File: src/hw/cmp_ctrl_pkg.sv
// Purpose: Constants for the dual comparator control block.
// Assumes: AXI4-Lite register access, 32-bit data, one word per register.
// Notes: Field positions of the comparator control word.
// Notes on behaviour
// - Normal polarity: result 1 when plus exceeds minus
// - Inverted polarity: result 0 when plus exceeds minus
// - Comparator one invert bit flips its output
// - Comparator two invert bit flips its output
// - Comparator two minus input: plus or minus pin
// - Comparator two plus input: plus pin or reference
// - Comparator one minus input: plus or minus pin
// - Comparator one plus input: plus pin or reference
package cmp_ctrl_pkg;
  // ----------------------------------------
  // Register map
  // ----------------------------------------
  localparam logic [3:0] CTRL_ADDR = 4'h0;   // Comparator control word
  localparam logic [15:0] CTRL_RESET = 16'h0000;
  localparam logic [15:0] CTRL_WMASK = 16'hc03f; // Writable bits
  // ----------------------------------------
  // Field positions
  // ----------------------------------------
  localparam int C1_POS_BIT = 0;
  localparam int C1_NEG_BIT = 1;
  localparam int C2_POS_BIT = 2;
  localparam int C2_NEG_BIT = 3;
  localparam int C1_INV_BIT = 4;
  localparam int C2_INV_BIT = 5;
  localparam int C1_OUT_BIT = 6;
  localparam int C2_OUT_BIT = 7;
  localparam int C1_OEN_BIT = 14;
  localparam int C2_OEN_BIT = 15;
  // ----------------------------------------
  // Bus responses
  // ----------------------------------------
  localparam logic [1:0] RESP_OKAY = 2'h0;
  localparam logic [1:0] RESP_SLVERR = 2'h2;
endpackage : cmp_ctrl_pkg

File: src/hw/cmp_ctrl.sv
// Purpose: Comparator input select, polarity and result register.
// Assumes: Raw comparator outputs are asynchronous to I_CLK.
// Notes: Result bits are read only; writes to them are ignored.
//
// The implementer's own choices: the AXI4-Lite interface to the registers and the address map.
`timescale 1ns/10ps
module cmp_ctrl (
  input wire logic I_CLK,
  input wire logic I_SYS_RST,
  input wire logic [31:0] I_AWADDR,
  input wire logic I_AWVALID,
  output logic O_AWREADY,
  input wire logic [31:0] I_WDATA,
  input wire logic [3:0] I_WSTRB,
  input wire logic I_WVALID,
  output logic O_WREADY,
  output logic [1:0] O_BRESP,
  output logic O_BVALID,
  input wire logic I_BREADY,
  input wire logic [31:0] I_ARADDR,
  input wire logic I_ARVALID,
  output logic O_ARREADY,
  output logic [31:0] O_RDATA,
  output logic [1:0] O_RRESP,
  output logic O_RVALID,
  input wire logic I_RREADY,
  input wire logic I_CMP_ONE_RAW,
  input wire logic I_CMP_TWO_RAW,
  output logic O_CMP_ONE_POS_SEL,
  output logic O_CMP_ONE_NEG_SEL,
  output logic O_CMP_TWO_POS_SEL,
  output logic O_CMP_TWO_NEG_SEL,
  output logic O_CMP_ONE_OUT,
  output logic O_CMP_TWO_OUT,
  output logic O_CMP_ONE_OEN,
  output logic O_CMP_TWO_OEN
);
  import cmp_ctrl_pkg::*;

  // ----------------------------------------
  // State
  // ----------------------------------------
  logic [15:0] ctrl_r;        // Control bits as written
  logic aw_held_r;            // Write address captured
  logic w_held_r;             // Write data captured
  logic [31:0] awaddr_r;      // Captured write address
  logic [31:0] wdata_r;       // Captured write data
  logic [3:0] wstrb_r;        // Captured strobes
  logic [1:0] cmp_raw;        // Raw comparator levels, bit 0 is comparator one
  logic [1:0] cmp_sync;       // Same levels after the two-flop chains
  logic cmp_one_sync;         // Synchronised raw outputs
  logic cmp_two_sync;

  // ----------------------------------------
  // Synchronisers
  // ----------------------------------------
  assign cmp_raw = {I_CMP_TWO_RAW, I_CMP_ONE_RAW};
  assign cmp_one_sync = cmp_sync[0];
  assign cmp_two_sync = cmp_sync[1];

  // One chain per comparator
  for (genvar g = 0; g < $bits(cmp_raw); g++) begin : g_sync
    cmp_sync2 u_sync (
      .i_clk(I_CLK),
      .i_rst(I_SYS_RST),
      .i_d(cmp_raw[g]),
      .o_q(cmp_sync[g])
    );
  end

  // ----------------------------------------
  // Polarity and result
  // ----------------------------------------
  // Raw is 1 when plus input exceeds minus input
  wire cmp_one_result = cmp_one_sync ^ ctrl_r[C1_INV_BIT];
  wire cmp_two_result = cmp_two_sync ^ ctrl_r[C2_INV_BIT];

  // Read view with live result bits
  // Result positions are never written, so the live bits can be merged in
  wire [15:0] ctrl_view = ctrl_r | (16'(cmp_one_result) << C1_OUT_BIT)
    | (16'(cmp_two_result) << C2_OUT_BIT);

  // ----------------------------------------
  // Write decode
  // ----------------------------------------
  wire wr_go = aw_held_r && w_held_r && !O_BVALID;
  wire wr_hit = (awaddr_r[3:2] == CTRL_ADDR[3:2]) && (awaddr_r[31:4] == 28'h0);
  wire [15:0] byte_mask = {{8{wstrb_r[1]}}, {8{wstrb_r[0]}}} & CTRL_WMASK;
  wire [15:0] ctrl_nxt = (ctrl_r & ~byte_mask) | (wdata_r[15:0] & byte_mask);
  wire rd_hit = (I_ARADDR[3:2] == CTRL_ADDR[3:2]) && (I_ARADDR[31:4] == 28'h0);
  wire rd_go = I_ARVALID && O_ARREADY;

  // ----------------------------------------
  // Write channel capture
  // ----------------------------------------
  always_ff @(posedge I_CLK or posedge I_SYS_RST) begin
    if (I_SYS_RST) begin
      aw_held_r <= 1'b0;
      awaddr_r <= 32'h0;
    end else if (I_AWVALID && O_AWREADY) begin
      aw_held_r <= 1'b1;
      awaddr_r <= I_AWADDR;
    end else if (wr_go) begin
      aw_held_r <= 1'b0;
    end
  end

  always_ff @(posedge I_CLK or posedge I_SYS_RST) begin
    if (I_SYS_RST) begin
      w_held_r <= 1'b0;
      wdata_r <= 32'h0;
      wstrb_r <= 4'h0;
    end else if (I_WVALID && O_WREADY) begin
      w_held_r <= 1'b1;
      wdata_r <= I_WDATA;
      wstrb_r <= I_WSTRB;
    end else if (wr_go) begin
      w_held_r <= 1'b0;
    end
  end

  // Ready high while nothing held and no response pending
  always_ff @(posedge I_CLK or posedge I_SYS_RST) begin
    if (I_SYS_RST) begin
      O_AWREADY <= 1'b0;
      O_WREADY <= 1'b0;
    end else begin
      O_AWREADY <= !aw_held_r && !(I_AWVALID && O_AWREADY) && !O_BVALID && !wr_go;
      O_WREADY <= !w_held_r && !(I_WVALID && O_WREADY) && !O_BVALID && !wr_go;
    end
  end

  // ----------------------------------------
  // Control register and response
  // ----------------------------------------
  always_ff @(posedge I_CLK or posedge I_SYS_RST) begin
    if (I_SYS_RST) begin
      ctrl_r <= CTRL_RESET;
    end else if (wr_go && wr_hit) begin
      ctrl_r <= ctrl_nxt;
    end
  end

  always_ff @(posedge I_CLK or posedge I_SYS_RST) begin
    if (I_SYS_RST) begin
      O_BVALID <= 1'b0;
      O_BRESP <= RESP_OKAY;
    end else if (wr_go) begin
      O_BVALID <= 1'b1;
      O_BRESP <= wr_hit ? RESP_OKAY : RESP_SLVERR;
    end else if (I_BREADY) begin
      O_BVALID <= 1'b0;
    end
  end

  // ----------------------------------------
  // Read channel
  // ----------------------------------------
  always_ff @(posedge I_CLK or posedge I_SYS_RST) begin
    if (I_SYS_RST) begin
      O_ARREADY <= 1'b0;
      O_RVALID <= 1'b0;
      O_RDATA <= 32'h0;
      O_RRESP <= RESP_OKAY;
    end else if (rd_go) begin
      O_ARREADY <= 1'b0;
      O_RVALID <= 1'b1;
      O_RDATA <= rd_hit ? {16'h0, ctrl_view} : 32'h0;
      O_RRESP <= rd_hit ? RESP_OKAY : RESP_SLVERR;
    end else if (O_RVALID) begin
      if (I_RREADY) begin
        O_RVALID <= 1'b0;
      end
    end else begin
      O_ARREADY <= 1'b1;
    end
  end

  // ----------------------------------------
  // Outputs to the analog side
  // ----------------------------------------
  always_ff @(posedge I_CLK or posedge I_SYS_RST) begin
    if (I_SYS_RST) begin
      O_CMP_ONE_POS_SEL <= 1'b0;
      O_CMP_ONE_NEG_SEL <= 1'b0;
      O_CMP_TWO_POS_SEL <= 1'b0;
      O_CMP_TWO_NEG_SEL <= 1'b0;
      O_CMP_ONE_OUT <= 1'b0;
      O_CMP_TWO_OUT <= 1'b0;
      O_CMP_ONE_OEN <= 1'b0;
      O_CMP_TWO_OEN <= 1'b0;
    end else begin
      O_CMP_ONE_POS_SEL <= ctrl_r[C1_POS_BIT];
      O_CMP_ONE_NEG_SEL <= ctrl_r[C1_NEG_BIT];
      O_CMP_TWO_POS_SEL <= ctrl_r[C2_POS_BIT];
      O_CMP_TWO_NEG_SEL <= ctrl_r[C2_NEG_BIT];
      O_CMP_ONE_OUT <= cmp_one_result;
      O_CMP_TWO_OUT <= cmp_two_result;
      // Pin mapping is left to software
      O_CMP_ONE_OEN <= ctrl_r[C1_OEN_BIT];
      O_CMP_TWO_OEN <= ctrl_r[C2_OEN_BIT];
    end
  end

  // ----------------------------------------
  // Checks
  // ----------------------------------------
  chk_one_polarity: assert property (@(posedge I_CLK) disable iff (I_SYS_RST)
    !ctrl_r[C1_INV_BIT] && !$changed(ctrl_r) |=> O_CMP_ONE_OUT == $past(cmp_one_sync))
    else $error("comparator one result wrong with normal polarity");
  chk_one_inverted: assert property (@(posedge I_CLK) disable iff (I_SYS_RST)
    ctrl_r[C1_INV_BIT] |=> O_CMP_ONE_OUT == !$past(cmp_one_sync))
    else $error("comparator one result wrong when inverted");
  chk_one_readback: assert property (@(posedge I_CLK) disable iff (I_SYS_RST)
    rd_go && rd_hit |=> O_RDATA[C1_OUT_BIT] == ($past(cmp_one_sync) ^ $past(ctrl_r[C1_INV_BIT])))
    else $error("comparator one read bit mismatch");
  chk_two_polarity: assert property (@(posedge I_CLK) disable iff (I_SYS_RST)
    1'b1 |=> O_CMP_TWO_OUT == ($past(cmp_two_sync) ^ $past(ctrl_r[C2_INV_BIT])))
    else $error("comparator two polarity wrong");
  chk_two_neg_sel: assert property (@(posedge I_CLK) disable iff (I_SYS_RST)
    wr_go && wr_hit && wstrb_r[0] |=> ##1 O_CMP_TWO_NEG_SEL == $past(wdata_r[C2_NEG_BIT], 2))
    else $error("comparator two minus select not applied");
  chk_two_pos_sel: assert property (@(posedge I_CLK) disable iff (I_SYS_RST)
    wr_go && wr_hit && wstrb_r[0] |=> ##1 O_CMP_TWO_POS_SEL == $past(wdata_r[C2_POS_BIT], 2))
    else $error("comparator two plus select not applied");
  chk_one_neg_sel: assert property (@(posedge I_CLK) disable iff (I_SYS_RST)
    wr_go && wr_hit && wstrb_r[0] |=> ##1 O_CMP_ONE_NEG_SEL == $past(wdata_r[C1_NEG_BIT], 2))
    else $error("comparator one minus select not applied");
  chk_one_pos_sel: assert property (@(posedge I_CLK) disable iff (I_SYS_RST)
    wr_go && wr_hit && wstrb_r[0] |=> ##1 O_CMP_ONE_POS_SEL == $past(wdata_r[C1_POS_BIT], 2))
    else $error("comparator one plus select not applied");
  chk_sync_delay: assert property (@(posedge I_CLK) disable iff (I_SYS_RST)
    $rose(cmp_one_sync) |-> $past(I_CMP_ONE_RAW, 2))
    else $error("comparator one synchroniser depth wrong");
endmodule : cmp_ctrl

File: src/hw/cmp_sync2.sv
// Purpose: Two-flop synchroniser for one asynchronous level.
// Assumes: Input is from outside the clock domain.
// Notes: First flop feeds only the second.
`timescale 1ns/10ps
module cmp_sync2 (
  input wire logic i_clk,
  input wire logic i_rst,
  input wire logic i_d,
  output logic o_q
);
  logic meta_r; // First stage, read only by second
  // ----------------------------------------
  // Synchroniser chain
  // ----------------------------------------
  always_ff @(posedge i_clk or posedge i_rst) begin
    if (i_rst) begin
      meta_r <= 1'b0;
      o_q <= 1'b0;
    end else begin
      meta_r <= i_d;
      o_q <= meta_r;
    end
  end
endmodule : cmp_sync2

File: config.mk
export PLATFORM = sky130hd
export DESIGN_NAME = cmp_ctrl
export DESIGN_NICKNAME = d
export VERILOG_FILES = /design/src/hw/cmp_ctrl_pkg.sv /design/src/hw/cmp_ctrl.sv /design/src/hw/cmp_sync2.sv
export SDC_FILE = /design/constraint.sdc
export NUM_CORES = 1
export LEC_CHECK = 0
export BUFFER_PORTS_ARGS = -buffer_cell sky130_fd_sc_hd__buf_2
export CORE_AREA = 2 2 121 94
export CTS_CLUSTER_SIZE = 12
export DETAILED_ROUTE_END_ITERATION = 10
export DIE_AREA = 0 0 123 96
export SLEW_MARGIN = 20
export SYNTH_ARGS = -nofsm -noshare
export SYNTH_HDL_FRONTEND = slang
export SYNTH_SLANG_ARGS = --single-unit
File: constraint.sdc
create_clock -name I_CLK -period 2.34 [get_ports I_CLK]
set_input_delay 0.468 -clock I_CLK [delete_from_list [all_inputs] [get_ports I_CLK]]
set_output_delay 0.468 -clock I_CLK [all_outputs]
set_load 0.01 [all_outputs]
==> results of run 1 <==
critical path: cells and delay by family (launching register included):
kind	cells	cell delay (ns)
buffers and inverters	1	0.18
muxes	1	0.32
and+or+nand+nor	3	1.04
DFF	1	0.37
routing by layer:
metal | track usage (%) | up-vias | routed length (um)
li1 | - | 952 | -
met1 | 13.0 | 974 | 2710
met2 | 17.3 | 90 | 2880
met3 | 3.73 | 14 | 548
met4 | 6.34 | 0 | 140
met5 | 0 | - | 0
area by class of cell:
cell class	instances	area [um^2]	area share, %
Clock buffer	10	239	5.92
Clock inverter	5	35.0	0.868
Inverter	6	26.3	0.651
Multi-Input combinational cell	123	997	24.7
Sequential cell	79	1980	49.0
Tap cell	140	175	4.34
Timing Repair Buffer	109	586	14.5
final timing paths:
check | end | cells past startpoint
max in group asynchronous | O_WREADY | 3
min in group asynchronous | wdata_r[3] | 3
worst min register to register | g_sync[0].u_sync.o_q | 0
worst max register to register | flip-flop | 5
worst max-delay path | flip-flop | 5
worst min-delay path | g_sync[0].u_sync.meta_r | 1
cell usage in the layout (no fill, tap or decap):
cell type	synthesis	routed
clkbuf_16	0	9
mux2_2	48	48
buf_4	24	4
a22o_2	9	9
nand4_1	2	2
inv_1	6	5
dfrtp_1	79	79
xor2_1	2	2
a21oi_1	1	1
clkinv_2	0	1
conb_1	1	24
nor4_1	14	14
a21o_1	1	1
or4_1	2	2
a211oi_1	2	2
nor2_1	2	2
nor4_4	1	1
nor3_2	1	1
a22o_1	1	1
clkinvlp_4	0	5
o21a_1	1	1
and3b_1	1	1
nand3_1	1	1
o32a_1	1	1
nand2_1	6	6
buf_2	0	103
buf_12	0	2
clkbuf_8	0	1
o21ai_0	3	3
cell families (layout without fill, tap and decap cells):
kind of cell              count (synthesis)  count (layout)  share of synthesized area, %
AOI/OAI and AO/OA                        19              19                          5.09
xor gates and xnor gates                  2               2                         0.561
buffers and inverters                    36             130                          7.46
DFF                                      79              79                          63.4
muxes                                    48              48                          17.3
other                                     1              24                         0.120
and+or+nand+nor                          30              30                          6.09
stage by stage:
step	power, mW	area (um^2)	instances	hold slack, ns
after floorplan	2.58	3210	238	0.331
after global placement	2.79	3760	457	0.335
after detailed placement	2.84	3760	457	0.336
after CTS	4.13	4040	472	0.229
after global routing	4.32	4040	472	0.228
final	4.06	4040	472	0.243
power groups by stage:
stage               clock network (mW)  logic (mW)  registers, mW
floorplan                            0       0.606           1.97
global placement                     0       0.789           2.00
detailed placement                   0       0.819           2.02
CTS                               1.31       0.822           2.00
global route                      1.37       0.896           2.05
finish                            1.26       0.801           1.99
==> run_results.csv, run 1 <==
group,metric,value,unit
status,status,"finished, final reports clean",
grt,grt_pass1_vias,1976,
cts,ctsRootBufferMaster,"clkbuf_16",
grt,grt_max_degree,80,
setup_path,cp_slowest_cell,"nor4_1",
floorplanning,die_height,96,um
yosys,synth-edff-count,0,
routing,first_pass_iters,4,
setup_path,start_kind,"flip-flop",
timing,setup_viol,0,
pwr,p_leak,2.00,nW
setup_path,slowest_delay,0.41,ns
setup_path,r2r_start,"awaddr_r[17]",
timing,drv_slew,0,
yosys,yosysWarnings,0,
cts,cts_resized,0,
cts,clock_tree.buffer_depth,2,
cts,cts_sinks,79,
finish,nNetsFinal,437,
timing,max_freq,493,MHz
yosys,synth_cell_types,26,
yosys,synthCells,215,
yosys,syn_area_per_cell,14.5,um^2
yosys,synth_common_cells,"dfrtp_1, mux2_2, buf_4",
pwr,internal_power,2.99,mW
finish,antennaDiodeCount,0,
finish,fin_util,37.9,%
timing,min_period,2.03,ns
timing,tightest_slew,0.531,ns
yosys,synthArstFlopShare,100,%
routing,drc,0,
yosys,syn_area,3120,um^2
yosys,synth.most_common_cell,"dfrtp_1",
yosys,synth_area_leaders,"dfrtp_1, mux2_2, buf_4",
floorplanning,die-area,11800,um^2
setup_path,cp_max_fo,3,
finish,drive_above_1_share,55.4,%
grt,grt_overflow,0,
routing,vias_per_cell,4.30,
routing,wl_per_cell,13.3,um
pwr,switching_share,26.4,%
pwr,seq_power_share,49.2,%
finish,fillers,1058,
worst_hold_path,hold_path_class,"input pin to flip-flop",
pwr,power_frac_comb,19.7,%
pwr,peakVddDrop,367,uV
pwr,net-switching-power,1.07,mW
routing,drt_wl_total,6280,um
setup_path,setup.reg_to_reg.worst_slack,0.31,ns
floorplanning,initial_utilization,29.3,%
setup_path,arrival,2.24,ns
cts,numCtsBuffers,9,
yosys,synth_top_flop_cell,"dfrtp_1",
grt,antenna_found_initial,0,
timing,tns,0,ns
yosys,ys_ff_latch,79,
routing,drtIter0Drc,25,
cts,clk_latency,0.33,ns
setup_path,startpoint,"awaddr_r[17]",
setup_path,worst_path_most_repeated_cell,"nor4_1",
placement,portBuffers,103,
setup_path,cp_cell_sequence,"nor4_1 -> nand4_1 -> nor4_1 -> buf_4 -> mux2_2",
floorplanning,placeableCoreArea,10700,um^2
routing,antenna_left,0,
timing,min_period_over_period,86.8,%
grt,track_usage,10.9,%
job,drv_cap,0,
floorplanning,fp.dieW,123,um
grt,grt_first_pass_wirelength,9470,um
pwr,clkPwrFrac,31.1,%
setup_path,required,2.55,ns
floorplanning,pin_count,158,
cts,clk_pin_slew,0.06,ns
timing,max-slew-margin-rel,64.5,%
timing,rsz0062_at_grt,"no",
setup_path,crit_type,"flip-flop to flip-flop",
cts,cts_setup_buffers,0,
yosys,synth_top_cell_by_area,"dfrtp_1",
yosys,synth-seq-area-share,63.4,%
worst_hold_path,hold_start,"I_CMP_ONE_RAW",
timing,fin_skew,0.00717,ns
routing,via_count,2030,
setup_path,crit_path_end_kind,"flip-flop",
cts,cts_tree,"built",
timing,hold_violations,0,
timing,fin_ws,0.310,ns
placement,dp_slack,0.177,ns
pwr,p_per_area,1010,nW/um^2
finish,area_growth,29.3,%
cts,hold_buffers,0,
cts,htreeDepth,3,
placement,hpwl,4560,um
placement,globalplace.congestion,0.700,
floorplanning,fp-row-count,33,
yosys,synth_top_area_share,63.4,%
Note: power is estimated with default switching activity, not from simulation.
==> run 2, diff against run 1 <==
==> constraint.sdc (replaced) <==
create_clock -name I_CLK -period 1.77 [get_ports I_CLK]
set_input_delay 0.354 -clock I_CLK [delete_from_list [all_inputs] [get_ports I_CLK]]
set_output_delay 0.354 -clock I_CLK [all_outputs]
set_load 0.01 [all_outputs]
==> run 2 against run 1 <==
  * Register-to-register slack worse by 0.46 ns
  * The flow now finishes with violations (negative setup slack)
  * Routed wire length up 5.3%
  * Core utilization up 1.3 points
  * Clock power up 43%
==> run_results.csv, run 2 (synthesis gave the netlist of run 1 again) <==
group,metric,value,unit
status,status,"complete, but fails checks",
status,violations,"negative setup slack",
timing,holdWs,0.133,ns
routing,via_count,2066,
setup_path,crit_type,"flip-flop to flip-flop",
setup_path,setup.reg_to_reg.worst_slack,-0.15,ns
routing,dr_wl_met3,490,um
cts,clk_latency,0.32,ns
pwr,p_leak,2.07,nW
timing,tns,-1.09,ns
floorplanning,die-area,11800,um^2
finish,area_growth,33.7,%
cts,numCtsBuffers,9,
floorplanning,pin_count,158,
grt,grt_pass1_vias,2121,
pwr,p_per_area,1350,nW/um^2
setup_path,startpoint,"awaddr_r[17]",
setup_path,cp_max_fo,6,
setup_path,start_kind,"flip-flop",
finish,nNetsFinal,445,
timing,rsz0062_at_grt,"yes",
routing,first_pass_iters,4,
routing,wl_per_cell,13.7,um
cts,htreeDepth,3,
routing,drtIter0Drc,22,
setup_path,required,1.98,ns
floorplanning,fp-row-count,33,
placement,globalplace.congestion,0.683,
setup_path,r2r_start,"awaddr_r[17]",
floorplanning,placeableCoreArea,10700,um^2
finish,antennaDiodeCount,0,
pwr,peakVddDrop,615,uV
finish,layout_common_cells,"buf_2, dfrtp_1, mux2_2",
routing,vias_per_cell,4.30,
routing,highest_layer,"met4",
timing,drv_slew,0,
finish,fillers,1040,
routing,drt_wl_total,6610,um
job,drv_cap,0,
floorplanning,fp.dieW,123,um
routing,drc,0,
routing,antenna_left,0,
grt,grt_first_pass_wirelength,10200,um
setup_path,crit_path_end_kind,"flip-flop",
floorplanning,initial_utilization,29.3,%
setup_path,rr_worst_depth,7,
worst_hold_path,hold_path_class,"input pin to asynchronous set/reset pin",
cts,clock_tree.buffer_depth,2,
timing,fin_skew,0.00596,ns
timing,min_period,1.92,ns
timing,max_freq,520,MHz
timing,setup_viol,8,
finish,final_common_cell,"buf_2",
timing,fin_ws,-0.152,ns
timing,hold_violations,0,
placement,hpwl,4750,um
cts,cts_sinks,79,
grt,track_usage,11.6,%
finish,drive_above_1_share,57.2,%
floorplanning,die_height,96,um
cts,ctsRootBufferMaster,"clkbuf_16",
grt,grt_max_degree,80,
routing,met1_length,2860,um
routing,wl_met2,3200,um
setup_path,arrival,2.13,ns
placement,portBuffers,103,
grt,grt_overflow,0,
cts,clk_pin_slew,0.06,ns
timing,min_period_over_period,109,%
grt,antenna_found_initial,0,
cts,cts_tree,"built",
run 2: cell types whose count changed in the layout (fill, tap and decap cells not counted), moves of 3 or more:
| cell | delta |
|---|---|
| buf_4 | +6 |
| mux2_2 | -5 |
| mux2_4 | +5 |
| nor4_1 | -3 |
run 2: power breakdown:
part,switching (mW),total (mW),internal [mW]
Clock,0.707,1.80,1.09
Combinational,0.489,1.19,0.701
Sequential,0.302,2.66,2.36
Total,1.50,5.65,4.15
run 2: final cells by class:
| type | count | area [um^2] | area share [%] |
|---|---|---|---|
| Inverter | 6 | 26.3 | 0.630 |
| Tap cell | 140 | 175 | 4.20 |
| Timing Repair Buffer | 117 | 653 | 15.7 |
| Sequential cell | 79 | 1980 | 47.4 |
| Clock buffer | 11 | 233 | 5.58 |
| Clock inverter | 5 | 58.8 | 1.41 |
| Multi-Input combinational cell | 123 | 1050 | 25.1 |
run 2: repair_timing:
action,in CTS,in global routing
cloned,0,0
hold endpoints to repair,0,0
endpoints found under the setup margin,8,8
gates resized for setup,10,2
hold buffers,0,0
pin swaps,1,1
setup buffers,1,1
run 2: layer usage:
| layer | GRT usage [%] | vias up |
|---|---|---|
| met2 | 19.5 | 77 |
| met5 | 0 | - |
| met4 | 3.41 | 0 |
| met1 | 14.2 | 1017 |
| li1 | - | 964 |
| met3 | 3.91 | 8 |
run 2: path summary, 6_finish.rpt:
kind                                      endpoint
max                                      flip-flop
min                                     wdata_r[3]
max reg2reg                              flip-flop
min reg2reg                   g_sync[0].u_sync.o_q
max in group asynchronous            O_CMP_ONE_OUT
min in group I_CLK         g_sync[0].u_sync.meta_r
run 2: critical path: stages, from the launching register on:
cell     delay, ns
dfrtp_1       0.38
nor4_2        0.29
buf_4         0.15
nand4_1       0.11
buf_6         0.16
nor4_4        0.21
buf_6         0.18
mux2_2        0.33
run 2: through the flow:
stage               std cells  area (um^2)  util [%]  setup slack (ns)  power (mW)
finish                    481         4170      39.2            -0.152        5.65
global route              481         4170      39.2            -0.280        5.98
global placement          463         3810      35.7            -0.280        3.74
floorplan                 238         3210         -           -0.0466        3.41
CTS                       480         4160      39.0            -0.160        5.69
detailed placement        463         3810      35.7            -0.274        3.82
